`config.mk`:
```
export PLATFORM = sky130hd
export DESIGN_NAME = idr_routing
export DESIGN_NICKNAME = d
export VERILOG_FILES = /design/src/hdl/idr_pkg.sv /design/src/hdl/idr_routing.sv
export SDC_FILE = /design/constraint.sdc
export NUM_CORES = 1
export LEC_CHECK = 0
export BUFFER_PORTS_ARGS = -buffer_cell sky130_fd_sc_hd__buf_2
export CORE_UTILIZATION = 55
export CTS_BUF_LIST = sky130_fd_sc_hd__clkbuf_16
export DETAILED_ROUTE_END_ITERATION = 12
export PLACE_DENSITY = 0.76
export SETUP_SLACK_MARGIN = 0.5
export SYNTH_ARGS = -nofsm -noshare
export SYNTH_HDL_FRONTEND = slang
export SYNTH_SLANG_ARGS = --single-unit
```
`constraint.sdc`:
```
create_clock -name ref_clk -period 6.2 [get_ports ref_clk]
set_clock_uncertainty 0.15 [all_clocks]
set_input_delay 0.62 -clock ref_clk [delete_from_list [all_inputs] [get_ports ref_clk]]
set_output_delay 0.62 -clock ref_clk [all_outputs]
set_load 0.02 [all_outputs]
```
`src/hdl/idr_pkg.sv`:
```
// Package for the I/O decode and interrupt/DMA routing register bank.
// Assumes a single synchronous clock and an index/data configuration port.
package idr_pkg;
    localparam logic [7:0] IDX_RSVD_A = 8'h21;
    localparam logic [7:0] IDX_RSVD_B = 8'h22;
    localparam logic [7:0] IDX_PP_BASE = 8'h23;
    localparam logic [7:0] IDX_UART1_BASE = 8'h24;
    localparam logic [7:0] IDX_UART2_BASE = 8'h25;
    localparam logic [7:0] IDX_PP_DMA = 8'h26;
    localparam logic [7:0] IDX_PP_IRQ = 8'h27;
    localparam logic [7:0] IDX_UART_IRQ = 8'h28;
    localparam logic [7:0] REG_RESET = 8'h00;
    localparam logic [7:0] READ_ZERO = 8'h00;
    localparam logic [1:0] BASE_HI_OFF = 2'h0;
    localparam logic [3:0] SEL_NONE = 4'h0;
    localparam logic [3:0] IRQ_SEL_RSVD = 4'h7;
    localparam logic [3:0] IRQ_SEL_H = 4'h8;
    localparam logic [3:0] IRQ_SEL_SHARE = 4'hf;
    localparam int IRQ_LINES = 8;
    localparam int DMA_LINES = 3;
    // Index of line H in the output vector (G is not used)
    localparam logic [3:0] IRQ_BIT_H = 4'h7;

    typedef enum logic [1:0] {
        IDR_PP_COMPAT,
        IDR_PP_BIDIR,
        IDR_PP_EPP,
        IDR_PP_ECP
    } idr_pp_mode_t;

    typedef struct packed {
        logic rd;
        logic wr;
        logic index_sel;
        logic [7:0] wdata;
    } idr_cfg_req_t;

    typedef struct packed {
        logic chip_select_n;
        logic host_addr_bit10;
        logic [9:0] addr;
    } idr_host_addr_t;

    typedef struct packed {
        logic [IRQ_LINES-1:0] out;
        logic [IRQ_LINES-1:0] oe;
    } idr_irq_pins_t;

    typedef struct packed {
        logic [DMA_LINES-1:0] out;
        logic [DMA_LINES-1:0] oe;
    } idr_dma_pins_t;
endpackage

```
`src/hdl/idr_routing.sv`:
```
// Configuration registers for host decode windows and IRQ/DMA routing.
// Assumes config-state entry, the UARTs and parallel port live outside.
// Every output is registered, so selects lag the host address by one clock.
// Summary of operation
// RL1: Reserved 21h/22h ignore writes, read zero
// RL2: Access only in config state; reset 00h
// RL3: Non-EPP: base bits 9..2, 4-byte windows
// RL4: EPP: 8-byte windows, A[2:0] select
// RL5: Parallel port off when base bits 9,8 zero
// RL6: Parallel decode needs CS low, A10 low except in ECP
// RL7: UART1 base bits 9..3 from register 7..1
// RL8: Software writes UART1 base bit0 zero
// RL9: UART1 off when base bits 9,8 zero
// RL10: UART1 decode: CS low, A10 low, eight registers
// RL11: UART2 base bits 9..3; bit0 written zero
// RL12: UART2 off when base bits 9,8 zero
// RL13: UART2 decode: CS low, A10 low, eight registers
// RL14: Parallel DMA routed by select bits 3..0
// RL15: Unselected DMA outputs float
// RL16: Parallel IRQ routed by select bits 3..0
// RL17: Unselected IRQ lines float
// RL18: UART1 IRQ bits 7..4, UART2 bits 3..0
// RL19: UART2 field 1111b enables interrupt sharing
// RL20: Unshared line floats while gate bit low
// RL21: Shared: UART2 floats, UART1 carries OR
// RL22: Software never assigns two functions one line
// RL23: ECP with A10 high selects upper set
`default_nettype none

module idr_routing (
    input wire logic ref_clk,
    input wire logic rstn,
    input wire logic config_state,
    input wire idr_pkg::idr_cfg_req_t cfg_req,
    output logic [7:0] cfg_rdata,
    input wire idr_pkg::idr_pp_mode_t pp_mode,
    input wire idr_pkg::idr_host_addr_t host_addr,
    output logic pp_select,
    output logic pp_upper_select,
    output logic [2:0] pp_reg_addr,
    output logic uart1_select,
    output logic uart2_select,
    output logic [2:0] uart_reg_addr,
    input wire logic pp_irq,
    input wire logic pp_dma_req,
    input wire logic uart1_irq,
    input wire logic uart2_irq,
    input wire logic uart1_irq_gate,
    input wire logic uart2_irq_gate,
    output idr_pkg::idr_irq_pins_t irq_pins,
    output idr_pkg::idr_dma_pins_t dma_pins
);
    logic [7:0] config_index_register;
    logic [7:0] parallel_port_base;
    logic [7:0] uart1_base;
    logic [7:0] uart2_base;
    logic [7:0] parallel_port_dma_select;
    logic [7:0] parallel_port_irq_select;
    logic [7:0] uart_irq_select;
    logic data_wr;
    logic data_rd;
    logic next_pp_select;
    logic next_pp_upper;
    logic next_u1_select;
    logic next_u2_select;
    logic pp_hit;
    logic pp_epp;
    logic pp_ecp;
    logic base_bit9;
    logic base_bit8;
    logic share;
    logic [3:0] u1_field;
    logic [3:0] u2_field;
    logic u1_drive;
    logic u1_level;
    logic u2_drive;
    logic u2_level;
    idr_pkg::idr_irq_pins_t next_irq;
    idr_pkg::idr_dma_pins_t next_dma;
    logic rdata_load;
    logic [7:0] next_cfg_rdata;
    logic [idr_pkg::IRQ_LINES-1:0] pp_m;
    logic [idr_pkg::IRQ_LINES-1:0] u1_m;
    logic [idr_pkg::IRQ_LINES-1:0] u2_m;
    wire logic [idr_pkg::IRQ_LINES-1:0] irq_oe_bits;
    wire logic [idr_pkg::IRQ_LINES-1:0] irq_out_bits;
    wire logic [idr_pkg::DMA_LINES-1:0] dma_oe_bits;
    wire logic [idr_pkg::DMA_LINES-1:0] dma_out_bits;

    // Index/data port is only live in configuration state
    // RL2: gate by config state
    assign data_wr = config_state && cfg_req.wr && !cfg_req.index_sel;
    assign data_rd = config_state && cfg_req.rd && !cfg_req.index_sel;

    always_ff @(posedge ref_clk or negedge rstn)
    begin
        if (!rstn)
            config_index_register <= idr_pkg::REG_RESET;
        else if (config_state && cfg_req.wr && cfg_req.index_sel)
            config_index_register <= cfg_req.wdata;
    end

    // RL2: indexed writes, reset to 00h
    // RL1: reserved indices match no register
    always_ff @(posedge ref_clk or negedge rstn)
    begin
        if (!rstn)
            parallel_port_base <= idr_pkg::REG_RESET;
        else if (data_wr && config_index_register == idr_pkg::IDX_PP_BASE)
            parallel_port_base <= cfg_req.wdata;
    end

    always_ff @(posedge ref_clk or negedge rstn)
    begin
        if (!rstn)
            uart1_base <= idr_pkg::REG_RESET;
        else if (data_wr && config_index_register == idr_pkg::IDX_UART1_BASE)
            uart1_base <= cfg_req.wdata;
    end

    always_ff @(posedge ref_clk or negedge rstn)
    begin
        if (!rstn)
            uart2_base <= idr_pkg::REG_RESET;
        else if (data_wr && config_index_register == idr_pkg::IDX_UART2_BASE)
            uart2_base <= cfg_req.wdata;
    end

    always_ff @(posedge ref_clk or negedge rstn)
    begin
        if (!rstn)
            parallel_port_dma_select <= idr_pkg::REG_RESET;
        else if (data_wr && config_index_register == idr_pkg::IDX_PP_DMA)
            parallel_port_dma_select <= cfg_req.wdata;
    end

    always_ff @(posedge ref_clk or negedge rstn)
    begin
        if (!rstn)
            parallel_port_irq_select <= idr_pkg::REG_RESET;
        else if (data_wr && config_index_register == idr_pkg::IDX_PP_IRQ)
            parallel_port_irq_select <= cfg_req.wdata;
    end

    always_ff @(posedge ref_clk or negedge rstn)
    begin
        if (!rstn)
            uart_irq_select <= idr_pkg::REG_RESET;
        else if (data_wr && config_index_register == idr_pkg::IDX_UART_IRQ)
            uart_irq_select <= cfg_req.wdata;
    end

    always_comb
    begin
        rdata_load = config_state && cfg_req.rd;
        // RL1: reserved and unmapped read zero
        next_cfg_rdata = idr_pkg::READ_ZERO;
        if (cfg_req.index_sel)
            next_cfg_rdata = config_index_register;
        else if (data_rd && config_index_register == idr_pkg::IDX_PP_BASE)
            next_cfg_rdata = parallel_port_base;
        else if (data_rd && config_index_register == idr_pkg::IDX_UART1_BASE)
            next_cfg_rdata = uart1_base;
        else if (data_rd && config_index_register == idr_pkg::IDX_UART2_BASE)
            next_cfg_rdata = uart2_base;
        else if (data_rd && config_index_register == idr_pkg::IDX_PP_DMA)
            next_cfg_rdata = parallel_port_dma_select;
        else if (data_rd && config_index_register == idr_pkg::IDX_PP_IRQ)
            next_cfg_rdata = parallel_port_irq_select;
        else if (data_rd && config_index_register == idr_pkg::IDX_UART_IRQ)
            next_cfg_rdata = uart_irq_select;
    end

    always_ff @(posedge ref_clk or negedge rstn)
    begin
        if (!rstn)
            cfg_rdata <= idr_pkg::READ_ZERO;
        else if (rdata_load)
            cfg_rdata <= next_cfg_rdata;
    end

    // Host address decode
    assign pp_epp = (pp_mode == idr_pkg::IDR_PP_EPP);
    assign pp_ecp = (pp_mode == idr_pkg::IDR_PP_ECP);
    assign base_bit9 = parallel_port_base[7];
    assign base_bit8 = parallel_port_base[6];

    always_comb
    begin
        // RL3: 4-byte window, A[1:0] free
        pp_hit = (host_addr.addr[9:2] == parallel_port_base);
        // RL4: EPP uses 8-byte window
        if (pp_epp)
            pp_hit = (host_addr.addr[9:3] == parallel_port_base[7:1]);
        // RL5: disabled when top base bits zero
        if ({base_bit9, base_bit8} == idr_pkg::BASE_HI_OFF)
            pp_hit = 1'b0;
        // RL6: chip select required
        if (host_addr.chip_select_n)
            pp_hit = 1'b0;
        // RL6: A10 low except in ECP
        next_pp_select = pp_hit && (!host_addr.host_addr_bit10 || pp_ecp);
        // RL23: ECP upper register set
        next_pp_upper = pp_hit && pp_ecp && host_addr.host_addr_bit10;
    end

    always_comb
    begin
        next_u1_select = 1'b0;
        // RL10: CS low, A10 low
        if (!host_addr.chip_select_n && !host_addr.host_addr_bit10)
        begin
            // RL9: disabled by top bits zero
            // RL7: UART1 8-byte window
            if (uart1_base[7:6] != idr_pkg::BASE_HI_OFF)
                next_u1_select = (host_addr.addr[9:3] == uart1_base[7:1]);
        end
    end

    always_comb
    begin
        next_u2_select = 1'b0;
        // RL13: CS low, A10 low
        if (!host_addr.chip_select_n && !host_addr.host_addr_bit10)
        begin
            // RL12: disabled by top bits zero
            // RL11: UART2 8-byte window
            if (uart2_base[7:6] != idr_pkg::BASE_HI_OFF)
                next_u2_select = (host_addr.addr[9:3] == uart2_base[7:1]);
        end
    end

    always_ff @(posedge ref_clk or negedge rstn)
    begin
        if (!rstn)
        begin
            pp_select <= 1'b0;
            pp_upper_select <= 1'b0;
        end
        else
        begin
            pp_select <= next_pp_select;
            pp_upper_select <= next_pp_upper;
        end
    end

    // RL3 RL4: low register bits
    always_ff @(posedge ref_clk or negedge rstn)
    begin
        if (!rstn)
            pp_reg_addr <= 3'h0;
        else
            pp_reg_addr <= pp_epp ? host_addr.addr[2:0] : {1'b0, host_addr.addr[1:0]};
    end

    always_ff @(posedge ref_clk or negedge rstn)
    begin
        if (!rstn)
        begin
            uart1_select <= 1'b0;
            uart2_select <= 1'b0;
        end
        else
        begin
            uart1_select <= next_u1_select;
            uart2_select <= next_u2_select;
        end
    end

    // RL10 RL13: eight UART registers
    always_ff @(posedge ref_clk or negedge rstn)
    begin
        if (!rstn)
            uart_reg_addr <= 3'h0;
        else
            uart_reg_addr <= host_addr.addr[2:0];
    end

    // Interrupt routing
    // RL18: field positions
    assign u1_field = uart_irq_select[7:4];
    assign u2_field = uart_irq_select[3:0];
    // RL19: 1111b selects sharing
    assign share = (u2_field == idr_pkg::IRQ_SEL_SHARE);

    always_comb
    begin
        if (share)
        begin
            // RL21: OR of gated sources on UART1 line
            u1_drive = uart1_irq_gate || uart2_irq_gate;
            u1_level = (uart1_irq_gate && uart1_irq) || (uart2_irq_gate && uart2_irq);
        end
        else
        begin
            // RL20: line gated by its own bit
            u1_drive = uart1_irq_gate;
            u1_level = uart1_irq;
        end
    end

    always_comb
    begin
        if (share)
        begin
            // RL21: UART2 line floats while shared
            u2_drive = 1'b0;
            u2_level = 1'b0;
        end
        else
        begin
            // RL20: line gated by its own bit
            u2_drive = uart2_irq_gate;
            u2_level = uart2_irq;
        end
    end

    // Maps a select code onto a line bit; 0 none, 7 and others unused
    function automatic logic [idr_pkg::IRQ_LINES-1:0] idr_line(input logic [3:0] code);
        logic [idr_pkg::IRQ_LINES-1:0] v;
        v = '0;
        // RL16: codes 1..6 lines A..F, 8 line H
        if (code == idr_pkg::IRQ_SEL_H)
            v[idr_pkg::IRQ_BIT_H[2:0]] = 1'b1;
        else if (code != idr_pkg::SEL_NONE && code < idr_pkg::IRQ_SEL_RSVD)
            v[3'(code - 4'h1)] = 1'b1;
        return v;
    endfunction

    always_comb
    begin
        pp_m = idr_line(parallel_port_irq_select[3:0]);
        u1_m = idr_line(u1_field);
        u2_m = share ? '0 : idr_line(u2_field);
    end

    // RL17: unselected lines left undriven
    // RL22: overlap relies on software; UART1 wins over others
    for (genvar i = 0; i < idr_pkg::IRQ_LINES; i++)
    begin : g_irq_line
        assign irq_oe_bits[i] = pp_m[i] || (u1_m[i] && u1_drive) || (u2_m[i] && u2_drive);
        assign irq_out_bits[i] = u1_m[i] ? u1_level : (u2_m[i] ? u2_level : pp_irq);
    end
    assign next_irq = {irq_out_bits, irq_oe_bits};

    // RL14: codes 1..3 select channels
    // RL15: others leave all channels floating
    for (genvar i = 0; i < idr_pkg::DMA_LINES; i++)
    begin : g_dma_chan
        assign dma_oe_bits[i] = (parallel_port_dma_select[3:0] == 4'(i + 1));
        assign dma_out_bits[i] = dma_oe_bits[i] && pp_dma_req;
    end
    assign next_dma = {dma_out_bits, dma_oe_bits};

    always_ff @(posedge ref_clk or negedge rstn)
    begin
        if (!rstn)
            irq_pins <= '0;
        else
            irq_pins <= next_irq;
    end

    always_ff @(posedge ref_clk or negedge rstn)
    begin
        if (!rstn)
            dma_pins <= '0;
        else
            dma_pins <= next_dma;
    end
endmodule // idr_routing

`default_nettype wire

```
# [After elaboration in Yosys (flattened, before gate mapping)]
# Index checks and enable logic that the tools add are counted.
[totals] regBits=96 input_bits=34 out_inout_bits=40 wordCells=176
[classes] add_sub_neg=3 magnitude_cmp=9 eq_ne=19 n_mux=51 reduce_logical=76
[ops] op="two-way mux 8 bit" n=11
[ops] op="== test 8 x 6 -> 1 bit, second input constant" n=6
[ops] op="logical AND 1 bit" n=48
[ops] op="two-way mux 1 bit" n=33
[ops] op="== test 7 bit" n=3
[ops] op="two-way mux 7 bit" n=3
[ops] op="logical OR 1 bit" n=19
[ops] op="== test 4 bit, second input constant" n=4
[ops] op="< comparator 3 x 4 -> 1 bit, second input constant" n=3
[ops] op="< comparator 4 x 3 -> 1 bit, second input constant" n=3
[ops] op="nonzero test 4 bit" n=3
[ops] op="demux 1 bit (select 3 bit)" n=3
[ops] op=">= comparator 3 x 1 -> 1 bit, second input constant" n=3
[ops] op="subtractor 3 x 1 -> 3 bit, second input constant" n=3
[ops] op="== test 4 x 2 -> 1 bit, second input constant" n=2
[ops] op="== test 8 bit" n=1
[ops] op="== test 2 bit, second input constant" n=2
[ops] op="== test 4 x 1 -> 1 bit, second input constant" n=1
[ops] op="nonzero test 2 bit" n=2
[ops] op="zero test 1 bit" n=3
[ops] op="two-way mux 3 bit" n=1
[ops] op="zero test 2 bit" n=1

# [Logic depth before layout (Yosys ltp)]
# Gate-level depths: netlist of run 1.
[depth] ltp_word=10 mapped_depth=8 ltp_nobuf=7

# [Worst setup path after synthesis of run 1]
# Ideal clock, no wire load.
[synth_timing] kind="register -> register" start="register uart_irq_select[0]" end="register irq_pins[15] (netlist bit)" setup_time_ns=0.148 arrival_time_ns=1.997 path_slack_ns=3.905 path_stages_with_launch=9 period_less_slack_ns=2.295 path_cell_list="dfrtp_1 -> clkbuf_1 -> inv_1 -> ha_1 -> or3_1 -> clkbuf_1 -> o31ai_1 -> mux2i_1 -> mux2i_1"
[synth_via] elab_chain_len=10
[synth_lines] item="start: declaration" line_no="idr_routing.sv:59" rtl="logic [7:0] uart_irq_select;"
[synth_lines] item="start signal: assignment" line_no="idr_routing.sv:148" rtl="uart_irq_select <= idr_pkg::REG_RESET;"
[synth_lines] item="start signal: assignment" line_no="idr_routing.sv:150" rtl="uart_irq_select <= cfg_req.wdata;"
[synth_lines] item="subtractor 3 x 1 -> 3 bit" line_no="idr_routing.sv:326" rtl="v[3'(code - 4'h1)] = 1'b1;"
[synth_lines] item="< comparator 3 x 4 -> 1 bit (implied by the code) or >= comparator 3 x 1 -> 1 bit (tied branches)" line_no="idr_routing.sv:326"
[synth_lines] item="logical AND 1 bit (implied by the code)" line_no="idr_routing.sv:326"
[synth_lines] item="two-way mux 1 bit (implied by the code)" line_no="idr_routing.sv:326"
[synth_lines] item="demux 1 bit (select 3 bit)" line_no="idr_routing.sv:326"
[synth_lines] item="two-way mux 8 bit" line_no="idr_routing.sv:325" rtl="else if (code != idr_pkg::SEL_NONE && code < idr_pkg::IRQ_SEL_RSVD)"
[synth_lines] item="two-way mux 1 bit" line_no="idr_routing.sv:323" rtl="if (code == idr_pkg::IRQ_SEL_H)"
[synth_lines] item="two-way mux 8 bit" line_no="idr_routing.sv:334" rtl="u2_m = share ? '0 : idr_line(u2_field);"
[synth_lines] item="two-way mux 1 bit" line_no="idr_routing.sv:342" rtl="assign irq_out_bits[i] = u1_m[i] ? u1_level : (u2_m[i] ? u2_level : pp_irq);"
[synth_lines] item="two-way mux 1 bit *" line_no="idr_routing.sv:342"
[synth_lines] item="net irq_out_bits, one bit" line_no="idr_routing.sv:86" rtl="wire logic [idr_pkg::IRQ_LINES-1:0] irq_out_bits;"
[synth_lines] item="end signal: assignment" line_no="idr_routing.sv:360" rtl="irq_pins <= next_irq;"
[synth_lines] item="end: declaration" line_no="idr_routing.sv:50" rtl="output idr_pkg::idr_irq_pins_t irq_pins,"
# The timed path passes the listed nets; every way through them passes the cells marked *.
# A chain may end at the register's enable or synchronous reset.

# [Worst setup path after layout of run 1]
[layout_timing] start="register config_index_register[0]" end="register parallel_port_irq_select[4]"
[layout_via] elab_chain_len=2
[layout_lines] item="start: declaration" line_no="idr_routing.sv:53" rtl="logic [7:0] config_index_register;"
[layout_lines] item="start signal: assignment" line_no="idr_routing.sv:98" rtl="config_index_register <= idr_pkg::REG_RESET;"
[layout_lines] item="start signal: assignment" line_no="idr_routing.sv:100" rtl="config_index_register <= cfg_req.wdata;"
[layout_lines] item="== test 8 x 6 -> 1 bit" line_no="idr_routing.sv:141" rtl="else if (data_wr && config_index_register == idr_pkg::IDX_PP_IRQ)"
[layout_lines] item="logical AND 1 bit" line_no="idr_routing.sv:141"
[layout_lines] item="end signal: assignment" line_no="idr_routing.sv:140" rtl="parallel_port_irq_select <= idr_pkg::REG_RESET;"
[layout_lines] item="end signal: assignment" line_no="idr_routing.sv:142" rtl="parallel_port_irq_select <= cfg_req.wdata;"
[layout_lines] item="end: declaration" line_no="idr_routing.sv:58" rtl="logic [7:0] parallel_port_irq_select;"
# No other way between the ends.

==> run metrics, run 1 <==
status=finished clean; sequential-to-total area share from yosys stat=a little under half; CP peak stage delay=between 0.9 and 1 ns; kind of critical path=flip-flop to flip-flop; Slew headroom=a little over two fifths; Row Count=34; Worst path slowest cell=dfrtp_1; Distinct cells, synth=between 50 and 60; post-synth top area share=47.4%; DR vias=between 3,000 and 4,000; startpoint types=flip-flop; Mapped Area=between 0.004 and 0.005 mm²; H-tree lvl count=3; Post-CTS Resized=0; CP arrival=between 2 and 3 ns; PwrDens=263 mW/mm²; top post-synthesis cells by area=dfrtp_1 (47%), mux2_2 (13%), mux2i_1 (3.8%); antenna viol nets, final=0; Final HPWL DP=between 8000 and 9000 µm; CTS Buf Count=9; Die Wd=slightly below 100 µm; Yosys reg bits=between 90 and 100; CTS sink count=94; final net count=560; Top Family by Delay on Critical Path=flip-flops; Post-synth EDFFs=0; routability-driven placement congestion ratio=0.895; Synth area leader=dfrtp_1; initial antenna violation count=0; final setup TNS=0 ns; critical path cell sequence=clkinv_1, nor3_4, mux2_2; share of layout cells above drive strength 1=just under 30%; Synth Area per Inst=about 11 µm²; vias in the first global route=slightly below 4,000; Placed Cells=~620; Iteration-0 DRC Markers=322; CTS tree=built; final hold violation count=0; Via density=6.18; crit path max fanout=21; Max Slew Vio Count=0; Synthesis Warnings=0; largest net degree at the start of global routing=56; DRC Markers=0; GRT Resource Usage Total=a little over a quarter; Setup crit end kind=flip-flop; Util after Layout=~65%; setup bufs post-CTS=0; peak supply drop=about 0.00014 V; P&R area growth vs syn=14.9%; Synth Flop Type=dfrtp_1; worst slew pin tran=about 0.87 ns; commonest cells in the netlist=dfrtp_1 (94), mux2_2 (56), nand2_1 (41); most common cell in the netlist=dfrtp_1; Data required, critical path=6.27 ns; Max clock buf depth=2; Mapped Cells=~450; Clock transition at path regs=around 0.070 ns; Port Buffers=73; total gr overflow=0; first-pass GRT wire length=20,100 µm; Buf/Inv on CP=1; Antenna Cells=0; io pins=74; unrepaired setup endpoints after global routing=false; DR WL/cell=19.3 µm; crit share post-route=between 40 and 50%; Fmax=about 0.37 GHz; Syn Nets=between 400 and 500; root buf cell=clkbuf_16; TritonRoute pass-1 iters=5; Die Ht=roughly 97 µm; Initial Utilization=roughly 57%; Synth async-reset ratio=100%; Post-Layout Cell Count=632; Static Leak=~2.7 nW; maxcap violations=0; floorplan core area=0.00872 mm²; CTS Hold Bufs=0; final setup fails=0; drt total wl=about 12,000 µm; die area=approximately 0.0094 mm²; Hold Path Class=input port to async pin; clock latency at the later pin of the worst-skew pair=~0.34 ns; Final min period=roughly 2.7 ns
## sequential cells by signal, indices dropped and copies added, names as in the netlist, 3 cells and up
| register | flops |
|---|---|
| parallel_port_dma_select | 8 |
| cfg_rdata | 8 |
| dma_pins | 6 |
| uart2_base | 8 |
| config_index_register | 8 |
| uart1_base | 8 |
| parallel_port_irq_select | 8 |
| uart_reg_addr | 3 |
| parallel_port_base | 8 |
| uart_irq_select | 8 |
| irq_pins | 16 |
## placed cells by master, fill, tap and decap left out, types with 3 or more instances in the layout
cell type  synthesis  routed
mux2_2            56      56
a21oi_1           16      16
and2_1             6       6
clkbuf_16          0       9
a22o_1             5       5
nand2_1           41      41
nand3b_1           4       4
nand2b_1           6       6
xor2_1            12      12
a21boi_0           6       6
o21ai_0           21      21
nor3_1             6       6
o21ai_1            5       5
a22oi_1           10      10
nor2b_1            5       5
a32oi_1            3       3
nor3b_1            3       3
buf_2              2      72
mux2i_1           19      19
ha_1               6       6
o221ai_1           4       4
nor4b_1            3       3
nor4_1             3       3
nand3_1           16      16
dfrtp_1           94      94
a2111oi_0          3       3
nor2_1            14      14
a211oi_1           4       4
xnor2_1           12      12
nor3_4             3       3
and3_1             8       8
o22ai_1            4       4
inv_1             10      10
## worst paths after layout
| check | startpoint | to | slack, ns | cells after the start |
|---|---|---|---|---|
| worst max-delay path | config_index_register[0]$_DFFE_PN0P_ | parallel_port_irq_select[4]$_DFFE_PN0P_ | 3.49 | 3 |
| worst min-delay path | rstn | irq_pins[0]$_DFF_PN0_ | 0.10 | 1 |
| worst max register to register | config_index_register[0]$_DFFE_PN0P_ | parallel_port_irq_select[4]$_DFFE_PN0P_ | 3.49 | 3 |
| worst min register to register | parallel_port_dma_select[2]$_DFFE_PN0P_ | dma_pins[1]$_DFF_PN0_ | 0.35 | 1 |
| max in group asynchronous | rstn | uart2_base[6]$_DFFE_PN0P_ | 4.71 | 2 |
| min in group ref_clk | host_addr[0] | uart_reg_addr[0]$_DFF_PN0_ | 0.24 | 1 |
## cell families after synthesis
family                   Yosys count  share of synthesized area, %
AND/OR/NAND/NOR                  131                          15.2
AO/OA/AOI/OAI                     94                          12.6
flip-flops                        94                          47.4
multiplexers                      75                          16.5
buffers and inverters             30                          2.47
XOR/XNOR                          24                          4.24
adder cells (fa/ha/maj)            6                          1.51
## cell type report
cell class,count,area (µm²)
clock inverters,6,86.3
multi-input cells,330,2480
clock buffers,9,225
fillers,674,3020
repair buffers,74,375
flip-flops and latches,94,2350
well taps,108,135
inverters,11,41.3
## through the flow
step,hold slack [ns],power [W],area [µm²],setup WS (ns)
after floorplan,0.174,0.000839,4960,3.91
after global placement,0.338,0.000916,5390,3.61
after detailed placement,0.341,0.000923,5390,3.55
after CTS,0.132,0.00150,5700,3.53
after global routing,0.151,0.00156,5700,3.39
final,0.103,0.00150,5700,3.49
## power breakdown
| part | leakage [nW] | internal, W | switching, W |
|---|---|---|---|
| Combinational | 1.33 | 0.0000857 | 0.000134 |
| Sequential | 1.26 | 0.000646 | 0.0000514 |
| Clock | 0.153 | 0.000351 | 0.000231 |
| Total | 2.75 | 0.00108 | 0.000416 |
## metal layers
metal | up-vias | global-route usage [%] | share of wire, %
li1 | 1784 | - | -
met4 | 0 | 7.46 | 1.1
met5 | - | 0 | 0
met2 | 166 | 43.1 | 47
met3 | 10 | 5.06 | 6.4
met1 | 1943 | 38.8 | 46
No activity file was read; power rests on OpenSTA's default activity.
==> run 2, diff against run 1 <==
- CORE_UTILIZATION: 55 -> 52
- clock period: 6.2 -> 2.3 ns (I/O delays scaled with it)
==> run metrics, run 2 (synthesis results as in run 1) <==
peak supply drop=0.000455 V (+230%); Via density=6.23 (+0.88%); kind of critical path=flip-flop to flip-flop; CTS tree=built; Static Leak=3.19 nW (+16%); Clock transition at path regs=0.07 ns (about the same); DR vias=4,442 (+14%); largest net degree at the start of global routing=44 (-21%); FF-to-FF setup slack=0.02 ns (-3.47 ns); max FFs per register=16 (unchanged); initial antenna violation count=0 (unchanged); crit share post-route=99.0% (+55 points); Clock power frac=40.0% (+1.2 points); Fmax=0.439 GHz (+19%); Slew headroom=53.9% (+12 points); P&R area growth vs syn=37.9%; most flop-heavy register=irq_pins; CTS sink count=94 (unchanged); root buf cell=clkbuf_16; status=finished clean; Antenna Cells=0 (unchanged); most common cell after layout, fill and taps aside=dfrtp_1; drt total wl=15,700 µm (+29%); Fillers=563 (-16%); final setup fails=0 (unchanged); Hold Path Class=input port to flip-flop; Die Wd=99.7 µm (+2.8%); PwrDens=674 mW/mm² (+160%); DRC Markers=0 (unchanged); die area=0.00993 mm² (+5.6%); clock latency at the later pin of the worst-skew pair=0.34 ns (about the same); unrepaired setup endpoints after global routing=true; io pins=74 (unchanged); floorplan core area=0.00924 mm² (+6.0%); CTS Buf Count=9 (unchanged); Max clock buf depth=2 (unchanged); CP arrival=2.38 ns (-0.40 ns); Initial Utilization=53.7% (-3.2 points); share of layout cells above drive strength 1=44.3% (+15 points); reg2reg end=cfg_rdata[3]$_DFFE_PN0N_; hold_ws=0.0817 ns (-0.0218 ns); logic gate share of total power=19.9% (+5.2 points); worst slew pin tran=0.685 ns (-0.182 ns); vias in the first global route=4,288 (+9.6%); crit path max fanout=7 (-67%); Final min period=2.28 ns (-0.433 ns); final hold violation count=0 (unchanged); startpoint types=flip-flop; Final HPWL DP=9680 µm (+11%); switching power=0.00131 W (+210%); antenna viol nets, final=0 (unchanged); total gr overflow=0 (unchanged); Max Slew Vio Count=0 (unchanged); first-pass GRT wire length=22,800 µm (+13%); GRT Resource Usage Total=30.3% (+3.0 points); Crit Reg-Reg Startpoint=config_index_register[6]$_DFFE_PN0P_; cell-internal power=0.00330 W (+210%); Hold Crit Depth=4; Iteration-0 DRC Markers=456 (+42%); DR WL/cell=22.1 µm (+14%); R2R depth=7 (+4); Data required, critical path=2.40 ns (-3.87 ns); H-tree lvl count=3 (unchanged); sw frac=28.3% (+0.57 points); HP Start=host_addr[11]; maxcap violations=0 (unchanged); Die Ht=99.7 µm (+2.8%); Reg power frac=40.1% (-6.4 points); hold endpoint=uart1_select$_DFF_PN0_; Util after Layout=74.0% (+8.7 points); TritonRoute pass-1 iters=5 (unchanged); Port Buffers=73 (unchanged); Setup crit end kind=flip-flop; most frequent cells in the layout=dfrtp_1 (92), buf_2 (72), mux2_4 (39), nand2_1 (38), buf_4 (35); routability-driven placement congestion ratio=0.918 (+2.5%); Row Count=35 (+2.9%); final net count=619 (+11%)
==> run 2: how the worst max path moves through the flow <==
stage                                         start                                      end  cells past startpoint
3_3_place_gp   config_index_register[7]$_DFFE_PN0P_  parallel_port_irq_select[4]$_DFFE_PN0P_                      5
4_1_cts        config_index_register[6]$_DFFE_PN0P_                uart1_base[0]$_DFFE_PN0P_                      6
6_report       config_index_register[6]$_DFFE_PN0P_                 cfg_rdata[3]$_DFFE_PN0N_                      7
5_1_grt        config_index_register[6]$_DFFE_PN0P_                 cfg_rdata[3]$_DFFE_PN0N_                      7
3_5_place_dp   config_index_register[7]$_DFFE_PN0P_                uart1_base[2]$_DFFE_PN0P_                      5
2_1_floorplan  config_index_register[7]$_DFFE_PN0P_                uart1_base[0]$_DFFE_PN0P_                      5
==> run 2: cell type report <==
cell class / instances / area [µm²] / share of cell area, %
clock buffer: 9 / 225 / 3.29
multi-input combinational: 330 / 2980 / 43.5
timing repair buffer: 133 / 935 / 13.7
sequential: 94 / 2350 / 34.4
clock inverter: 7 / 144 / 2.10
tap: 129 / 161 / 2.36
inverter: 11 / 43.8 / 0.640
==> run 2: metal layers <==
layer	up-vias	GRT usage [%]	wire length [µm]
met4	0	8.82	511
li1	1899	-	-
met5	-	0	0
met1	2221	43.6	6550
met3	43	5.13	1270
met2	279	47.3	7400
==> run 2: power by group through the flow <==
stage	clock [W]	sequential, W	combinational [W]
finish	0.00185	0.00185	0.000916
CTS	0.00184	0.00183	0.000798
detailed placement	0	0.00186	0.000727
global placement	0	0.00186	0.000709
global route	0.00191	0.00185	0.000973
floorplan	0	0.00187	0.000419
==> run 2: critical path, stage by stage (launching register included) <==
cell and delay [ns]:
dfrtp_1 0.38, or4b_4 0.57, buf_6 0.14, nor4_4 0.16
buf_4 0.20, o21ai_1 0.08, a22o_1 0.25, a22oi_1 0.24
==> run 2: metrics by stage <==
stage | total power, W | setup TNS, ns | cell area, µm² | cells | setup slack (ns)
3_5_place_dp | 0.00259 | 0 | 5710 | 661 | 0.0163
4_1_cts | 0.00448 | 0 | 6500 | 701 | 0.0750
5_1_grt | 0.00474 | -0.0436 | 6840 | 713 | -0.0436
2_1_floorplan | 0.00229 | 0 | 5090 | 454 | 0.144
3_3_place_gp | 0.00257 | 0 | 5710 | 661 | 0.0712
6_report | 0.00461 | 0 | 6840 | 713 | 0.0228
==> run 2: timing repair <==
item / in CTS / in global routing
resized for setup: 45 / 58
hold buffers: 9 / 0
buffers inserted: 15 / 12
endpoints found under the hold margin: 50 / 0
endpoints found under the setup margin: 72 / 72
pin swaps: 12 / 21
